**src/rtl/nesr_regs.svh**
```systemverilog
// Constants of the NAND erase, status, ID and reset sequencer.
`ifndef NESR_REGS_SVH
`define NESR_REGS_SVH
`define NESR_CMD_READ1 8'h00
`define NESR_CMD_READ2 8'h50
`define NESR_CMD_ERASE_SETUP 8'h60
`define NESR_CMD_ERASE_CONFIRM 8'hd0
`define NESR_CMD_STATUS 8'h70
`define NESR_CMD_READ_ID 8'h90
`define NESR_CMD_RESET 8'hff
`define NESR_ID_ADDR 8'h00
`define NESR_STAT_FAIL_BIT 0
`define NESR_STAT_READY_BIT 6
`define NESR_STAT_WP_BIT 7
`define NESR_STAT_RESET 8'hc0
`define NESR_ERASE_LO_MSB 7
`define NESR_ERASE_LO_LSB 5
`define NESR_CLK_NS 50
`define NESR_RST_TIME_NS 5000
`define NESR_ERASE_TIME_NS 2000000
`define NESR_RST_CYCLES ((`NESR_RST_TIME_NS + `NESR_CLK_NS - 1) / `NESR_CLK_NS)
`define NESR_ERASE_CYCLES (`NESR_ERASE_TIME_NS / `NESR_CLK_NS)
`endif

```
**src/rtl/nesr_pkg.sv**
```systemverilog
// Types of the NAND erase, status, ID and reset sequencer.
package nesr_pkg;
	typedef enum logic [2:0] {
		SQ_IDLE = 3'b000,
		SQ_ERA_A1 = 3'b001,
		SQ_ERA_A2 = 3'b010,
		SQ_ERA_CF = 3'b011,
		SQ_ID_ADDR = 3'b100
	} nesr_seq_t;
	typedef enum logic [1:0] {
		MD_READ1 = 2'b00,
		MD_WAIT = 2'b01,
		MD_STATUS = 2'b10,
		MD_ID = 2'b11
	} nesr_mode_t;
	typedef enum logic [1:0] {
		OP_NONE = 2'b00,
		OP_ERASE = 2'b01,
		OP_RESET = 2'b10
	} nesr_op_t;
endpackage : nesr_pkg

```
**src/rtl/nesr_top.sv**
```systemverilog
// Command sequencer for block erase, status read, ID read, reset and ready/busy.
`timescale 1ns/1ps
`include "nesr_regs.svh"
// Behaviour
// - Erase starts with setup command 60h then two block address cycles.
// - Erasing begins only when confirm D0h follows the address load.
// - Block address is A14 to A24; A9 to A13 are ignored.
// - After confirm the erase runs and posts pass or fail in bit 0.
// - After 70h each read cycle drives status once chip-select and read-strobe are low.
// - Status on the pins follows updates without new strobes.
// - Status bit 0 is 0 on success, 1 on failure.
// - Status bits 1 to 5 always read 0.
// - Status bit 6 is 0 while busy, 1 when ready.
// - Status bit 7 is 0 when write protected, 1 otherwise.
// - Command 90h plus address 00h gives maker then device code.
// - Identification mode holds until a new command is written.
// - Command FFh resets and aborts an erase in progress.
// - Reset clears the command state; status becomes C0h with protect high.
// - A reset command during reset is ignored.
// - Ready/busy goes low for the reset busy time after FFh.
// - Power-up leaves main read mode; reset leaves waiting for a command.
// - Ready/busy goes low on accepted erase and releases when it ends.
// - While busy only status read and reset commands are accepted.
module nesr_top import nesr_pkg::*; #(
	parameter int ERASE_CYCLES = `NESR_ERASE_CYCLES,
	parameter logic [7:0] MAKER_CODE = 8'h5a,
	parameter logic [7:0] DEVICE_CODE = 8'ha5
) (
	input wire logic SYS_CLK,
	input wire logic SRST,
	input wire logic CE_N,
	input wire logic CLE,
	input wire logic ALE,
	input wire logic WE_N,
	input wire logic READ_STROBE_N,
	input wire logic WP_N,
	input wire logic [7:0] IO_IN,
	input wire logic ERASE_FAULT,
	output logic [7:0] IO_OUT,
	output logic IO_OE_N,
	output logic RB_OUT,
	output logic RB_OE_N,
	output logic [10:0] ERASE_BLOCK,
	output logic ERASE_ACTIVE,
	output logic ERASE_ABORT,
	output logic [1:0] MODE
);
	localparam logic [15:0] RST_LOAD = 16'(`NESR_RST_CYCLES);
	localparam logic [15:0] ERASE_LOAD = 16'(ERASE_CYCLES);

	nesr_seq_t seq, next_seq;
	nesr_mode_t mode, next_mode;
	nesr_op_t op, next_op;
	logic we_q, re_q;
	logic fail, next_fail;
	logic [2:0] blk_lo, next_blk_lo;
	logic [7:0] blk_hi, next_blk_hi;
	logic [1:0] id_idx, next_id_idx;
	logic tmr_start, tmr_abort, tmr_busy, tmr_done;
	logic [15:0] tmr_load;
	logic [7:0] id_data;
	logic [7:0] status;
	logic we_rise, re_rise, cmd_wr, adr_wr, next_busy, rd_active;
	logic [7:0] next_io_out;
	logic next_io_oe_n, next_abort;

	nesr_busy_timer #(.W(16)) u_timer (
		.clk(SYS_CLK),
		.srst(SRST),
		.start(tmr_start),
		.load(tmr_load),
		.abort(tmr_abort),
		.busy(tmr_busy),
		.done(tmr_done)
	);

	nesr_id_rom #(.MAKER_CODE(MAKER_CODE), .DEVICE_CODE(DEVICE_CODE)) u_id (
		.clk(SYS_CLK),
		.srst(SRST),
		.addr(id_idx),
		.data(id_data)
	);

	assign we_rise = ~we_q & WE_N & ~CE_N;
	assign re_rise = ~re_q & READ_STROBE_N & ~CE_N;
	assign cmd_wr = we_rise & CLE & ~ALE;
	assign adr_wr = we_rise & ALE & ~CLE;
	// Live status byte with reserved bits held at zero.
	assign status = {WP_N, ~tmr_busy, 5'h00, fail};

	always_comb begin
		next_seq = seq;
		next_mode = mode;
		next_op = op;
		next_fail = fail;
		next_blk_lo = blk_lo;
		next_blk_hi = blk_hi;
		next_id_idx = id_idx;
		next_abort = 1'b0;
		tmr_start = 1'b0;
		tmr_abort = 1'b0;
		tmr_load = 16'h0000;
		if (tmr_done) begin
			if (op == OP_ERASE) begin
				next_fail = ERASE_FAULT;
			end
			next_op = OP_NONE;
		end
		if (cmd_wr) begin
			if (IO_IN == `NESR_CMD_RESET) begin
				if (op != OP_RESET) begin
					next_abort = (op == OP_ERASE);
					next_op = OP_RESET;
					next_fail = 1'b0;
					next_mode = MD_WAIT;
					next_seq = SQ_IDLE;
					tmr_start = 1'b1;
					tmr_load = RST_LOAD;
				end
			end else if (IO_IN == `NESR_CMD_STATUS) begin
				next_mode = MD_STATUS;
				next_seq = SQ_IDLE;
			end else if (!tmr_busy) begin
				next_seq = SQ_IDLE;
				unique case (IO_IN)
					`NESR_CMD_ERASE_SETUP: begin
						next_seq = SQ_ERA_A1;
						next_mode = MD_WAIT;
					end
					`NESR_CMD_ERASE_CONFIRM: begin
						if (seq == SQ_ERA_CF && WP_N) begin
							next_op = OP_ERASE;
							tmr_start = 1'b1;
							tmr_load = ERASE_LOAD;
						end
						next_mode = MD_WAIT;
					end
					`NESR_CMD_READ1, `NESR_CMD_READ2: begin
						next_mode = MD_READ1;
					end
					`NESR_CMD_READ_ID: begin
						next_seq = SQ_ID_ADDR;
						next_mode = MD_WAIT;
					end
					default: begin
						next_mode = MD_WAIT;
					end
				endcase
			end
		end else if (adr_wr && !tmr_busy) begin
			unique case (seq)
				SQ_ERA_A1: begin
					next_blk_lo = IO_IN[`NESR_ERASE_LO_MSB:`NESR_ERASE_LO_LSB];
					next_seq = SQ_ERA_A2;
				end
				SQ_ERA_A2: begin
					next_blk_hi = IO_IN;
					next_seq = SQ_ERA_CF;
				end
				SQ_ID_ADDR: begin
					if (IO_IN == `NESR_ID_ADDR) begin
						next_mode = MD_ID;
						next_id_idx = 2'h0;
					end
					next_seq = SQ_IDLE;
				end
				SQ_IDLE, SQ_ERA_CF: begin
					next_seq = SQ_IDLE;
				end
				default: begin
					next_seq = SQ_IDLE;
				end
			endcase
		end else if (re_rise && mode == MD_ID && id_idx != 2'h2) begin
			next_id_idx = id_idx + 2'h1;
		end
	end

	always_comb begin
		next_busy = tmr_start | (tmr_busy & ~tmr_done);
		rd_active = ~CE_N & ~READ_STROBE_N;
		next_io_oe_n = 1'b1;
		next_io_out = 8'h00;
		if (rd_active && mode == MD_STATUS) begin
			next_io_oe_n = 1'b0;
			next_io_out = status;
		end else if (rd_active && mode == MD_ID) begin
			next_io_oe_n = 1'b0;
			next_io_out = id_data;
		end
	end

	always_ff @(posedge SYS_CLK) begin
		if (SRST) begin
			seq <= SQ_IDLE;
			mode <= MD_READ1;
			op <= OP_NONE;
			fail <= 1'b0;
			blk_lo <= 3'h0;
			blk_hi <= 8'h00;
			id_idx <= 2'h0;
			we_q <= 1'b1;
			re_q <= 1'b1;
			IO_OUT <= 8'h00;
			IO_OE_N <= 1'b1;
			RB_OUT <= 1'b0;
			RB_OE_N <= 1'b1;
			ERASE_BLOCK <= 11'h000;
			ERASE_ACTIVE <= 1'b0;
			ERASE_ABORT <= 1'b0;
			MODE <= 2'h0;
		end else begin
			seq <= next_seq;
			mode <= next_mode;
			op <= next_op;
			fail <= next_fail;
			blk_lo <= next_blk_lo;
			blk_hi <= next_blk_hi;
			id_idx <= next_id_idx;
			we_q <= WE_N;
			re_q <= READ_STROBE_N;
			IO_OUT <= next_io_out;
			IO_OE_N <= next_io_oe_n;
			RB_OUT <= 1'b0;
			RB_OE_N <= ~next_busy;
			ERASE_BLOCK <= {next_blk_hi, next_blk_lo};
			ERASE_ACTIVE <= (next_op == OP_ERASE);
			ERASE_ABORT <= next_abort;
			MODE <= next_mode;
		end
	end
endmodule : nesr_top

```
**src/rtl/nesr_busy_timer.sv**
```systemverilog
// Down counter that times an internal busy period.
`timescale 1ns/1ps
module nesr_busy_timer #(
	parameter int W = 16
) (
	input wire logic clk,
	input wire logic srst,
	input wire logic start,
	input wire logic [W-1:0] load,
	input wire logic abort,
	output logic busy,
	output logic done
);
	logic [W-1:0] cnt;
	logic [W-1:0] next_cnt;
	logic next_busy;

	assign done = busy & (cnt == {{(W-1){1'b0}}, 1'b1}) & ~start & ~abort;

	always_comb begin
		next_cnt = cnt;
		next_busy = busy;
		if (start) begin
			next_cnt = load;
			next_busy = 1'b1;
		end else if (abort || done) begin
			next_busy = 1'b0;
			next_cnt = '0;
		end else if (busy) begin
			next_cnt = cnt - {{(W-1){1'b0}}, 1'b1};
		end
	end

	always_ff @(posedge clk) begin
		if (srst) begin
			cnt <= '0;
			busy <= 1'b0;
		end else begin
			cnt <= next_cnt;
			busy <= next_busy;
		end
	end
endmodule : nesr_busy_timer

```
**src/rtl/nesr_id_rom.sv**
```systemverilog
// Identification table with registered read data.
`timescale 1ns/1ps
module nesr_id_rom #(
	parameter logic [7:0] MAKER_CODE = 8'h5a,
	parameter logic [7:0] DEVICE_CODE = 8'ha5
) (
	input wire logic clk,
	input wire logic srst,
	input wire logic [1:0] addr,
	output logic [7:0] data
);
	logic [7:0] next_data;

	always_comb begin
		unique case (addr)
			2'h0: next_data = MAKER_CODE;
			2'h1: next_data = DEVICE_CODE;
			2'h2, 2'h3: next_data = 8'h00;
		endcase
	end

	always_ff @(posedge clk) begin
		if (srst) begin
			data <= 8'h00;
		end else begin
			data <= next_data;
		end
	end
endmodule : nesr_id_rom

```
**config.mk**
```make
export PLATFORM = sky130hd
export DESIGN_NAME = nesr_top
export DESIGN_NICKNAME = d
export VERILOG_FILES = /design/src/rtl/nesr_pkg.sv /design/src/rtl/nesr_top.sv /design/src/rtl/nesr_busy_timer.sv /design/src/rtl/nesr_id_rom.sv
export VERILOG_INCLUDE_DIRS = /design/src /design/src/rtl
export SDC_FILE = /design/constraint.sdc
export NUM_CORES = 1
export LEC_CHECK = 0
export ABC_AREA = 1
export BUFFER_PORTS_ARGS = -buffer_cell sky130_fd_sc_hd__buf_2
export CORE_MARGIN = 3
export CORE_UTILIZATION = 59
export CTS_BUF_LIST = sky130_fd_sc_hd__clkbuf_4
export CTS_CLUSTER_SIZE = 16
export DETAILED_ROUTE_END_ITERATION = 8
export GPL_TIMING_DRIVEN = 0
export PLACE_DENSITY = 0.8
export SYNTH_ARGS = -nofsm -noshare
export SYNTH_HDL_FRONTEND = slang
export SYNTH_SLANG_ARGS = --single-unit
```
**constraint.sdc**
```tcl
create_clock -name SYS_CLK -period 1.7 [get_ports SYS_CLK]
set_clock_uncertainty 0.1 [all_clocks]
set_input_delay 0.255 -clock SYS_CLK [delete_from_list [all_inputs] [get_ports SYS_CLK]]
set_output_delay 0.255 -clock SYS_CLK [all_outputs]
set_load 0.03 [all_outputs]
```
==> qor.yml <==
flow_run:
  drv_cap: 0
finish:
  area_delta_synth_final_pct: 13.5
  drive_gt1_share_pct: 20.2
  layout_common_cells: "nor2_1 (87), nand2_1 (83), inv_1 (53)"
  fillers: 401
  nets: 493
  final_common_cell: "nor2_1"
  antenna_cells: 0
  final_cell_area_sq_mm: 0.00321
floorplanning:
  ios: 43
  initial_utilization_pct: 63.2
  fp.dieArea_sq_mm: 0.00566
  die_h_um: 75.2
  die_w_um: 75.2
  core_area_sq_mm: 0.00447
  num_rows: 24
route:
  post-route-drc-count: 0
  firstDrtPassIters: 4
  wirelength_um: 6490
  wl_per_cell_um: 12.4
  route.antenna.remaining_nets: 0
  post_drt_via_cell_ratio: 5.09
  drt_iter0_markers: 133
  vias: 2662
clock_network:
  cts_made_buffers: 5
  cts_sinks: 51
  cts_tree: "done"
  cts_root_buffer: "clkbuf_4"
  clk_pin_slew_worst_paths_ns: 0.14
  cts_setup_buffers: 0
  clockBufferDepth: 2
  h-tree-depth: 2
  clk_latency_ns: 0.37
synthesis:
  netlist.area_leader.share_pct: 36.1
  ys.warnings.count: 0
  avgSynthCellArea_sq_um: 6.70
  synth_area_sq_mm: 0.00283
  ys_ff_latch: 51
  synth_area_leader_cell: "dfxtp_1"
  netlist_instances: 422
  synthTopCellsByArea: "dfxtp_1 (36%), nor2_1 (12%), nand2_1 (11%), inv_1 (7.3%), nand3_1 (5.5%)"
  ys_seq_area_share_pct: 36.1
  syn_nets: 444
  ys_types: 32
critical_path:
  path_max_fanout: 5
  worstSetupPathType: "flop to flop"
  worstPathArrival_ns: 1.80
  start_kind: "flop"
  rr_worst_depth: 9
  worstSetupEndpointType: "flop"
  crit_chain: "inv_2 > ha_2 > nand2_1 > nor2_2 > nand2_1 > xor2_1 > nor2_1 > nor2_1 > nor2_1"
  critical_path_required_ns: 1.89
  critical-path-slowest-cell: "dfxtp_1"
  crit_top_cell: "nor2_1"
  max_stage_delay_ns: 0.36
pwr:
  p_per_area_mw_per_mm2: 625
  ir_drop_v: 0.000421
  p_leak_nw: 1.67
global_routing:
  overflow: 0
  grt_pass1_wl_um: 10400
  grtUsageTotal_pct: 24.1
  antenna_found_initial: 0
  grt_max_degree: 15
  grt_pass1_vias: 2401
placement:
  placed_area_sq_mm: 0.00309
  place_congestion: 0.930
  pre_cts_slack_ns: 0.0386
  place_hpwl_um: 4950
  port-buffer-count: 40
hold_path:
  min_path_type: "input port to flop"
  hold_depth: 2
timing:
  hold_viol_final: 0
  period_needed_ns: 1.61
  finalSetupViolCount: 0
  grt_setup_unrepaired: "yes"
  timing.fmax_mhz: 620
  timing.final.crit_share_pct: 94.9
  finalMaxSlewViolations: 0
  tns_ns: 0
  setup_slack_ns: 0.0866
status:
  outcome: "finished, final reports clean"
## state kept, by name, summed over array words and instances, names as in the netlist, 2 cells and up
register and cells:
u_id.data 2, seq 3, op 2, u_timer.cnt 16, IO_OUT 5, mode 2
id_idx 2, ERASE_BLOCK 11
## critical path: cells and delay by family, from the launching register on
kind                       cells  cell delay (ns)
and+or+nand+nor                6             0.60
xor gates and xnor gates       1             0.17
DFF                            1             0.36
adders and majority gates      1             0.20
buffers and inverters          1             0.10
## Yosys cell counts, drive strengths merged
cell and n:
xnor2 1, a22oi 1, nand2 94, o21ai 19
nor2 96, a21oi 15, o22ai 1, inv 60
nor4 1, clkbuf 2, nand3b 2, xor2 8
dfxtp 51, conb 1, ha 5, nand3 36
nand4 5, buf 9, and2 1, nor3 11
or2 3
## routing by layer
metal  GRT usage (%)  wire [um]  share of wire [%]
met1            28.7       2750                 42
met4            7.38         77                1.2
met5               0          0                  0
met3            4.41        300                4.6
met2            43.6       3370                 52
## worst paths after layout
kind / startpoint / to / slack, ns
worst min-delay path: WE_N / we_q / 0.02
worst max register to register: u_timer.cnt[0] / u_timer.cnt[10] / 0.09
worst min register to register: u_id.data[6] / IO_OUT[4] / 0.35
worst max-delay path: u_timer.cnt[0] / u_timer.cnt[10] / 0.09
## final cells by class
type	count	area [sq um]	share of cell area [%]
inverters	60	228	7.10
clock inverters	1	30.0	0.936
clock buffers	6	45.0	1.40
multi-input cells	301	1530	47.6
well taps	52	65.1	2.03
repair buffers	41	210	6.55
plain buffers	11	81.3	2.54
flip-flops and latches	51	1020	31.8
## metrics by stage
stage	power, mW	std cells	hold slack (ns)	util (%)
after global placement	1.34	514	0.323	69.1
after CTS	2.02	522	0.00622	71.0
after floorplan	1.30	422	0.262	-
after global routing	2.09	523	0.00496	71.7
final	2.01	523	0.0198	71.7
after detailed placement	1.35	514	0.338	69.1
## report_power, final
part           leakage, nW  internal [mW]  total [mW]  switching [mW]
combinational         1.21         0.0404       0.120          0.0793
sequential           0.412           1.20        1.20         0.00248
clock               0.0417          0.320       0.682           0.363
total                 1.67           1.56        2.01           0.444
## logic make-up after synthesis
| group | share of synthesized area (%) |
|---|---|
| AND/OR/NAND/NOR | 41.4 |
| buffers and inverters | 10.8 |
| flip-flops | 36.1 |
| AO/OA/AOI/OAI | 6.51 |
| XOR/XNOR | 2.79 |
| adder cells (fa/ha/maj) | 2.21 |
| other | 0.133 |
## timing repair
| item | CTS | global route |
|---|---|---|
| hold buffers | 1 | 0 |
| endpoints found under the hold margin | 1 | 0 |
| gates resized for setup | 0 | 9 |
| endpoints found under the setup margin | 0 | 13 |
Power figures use the tool's default switching activity.
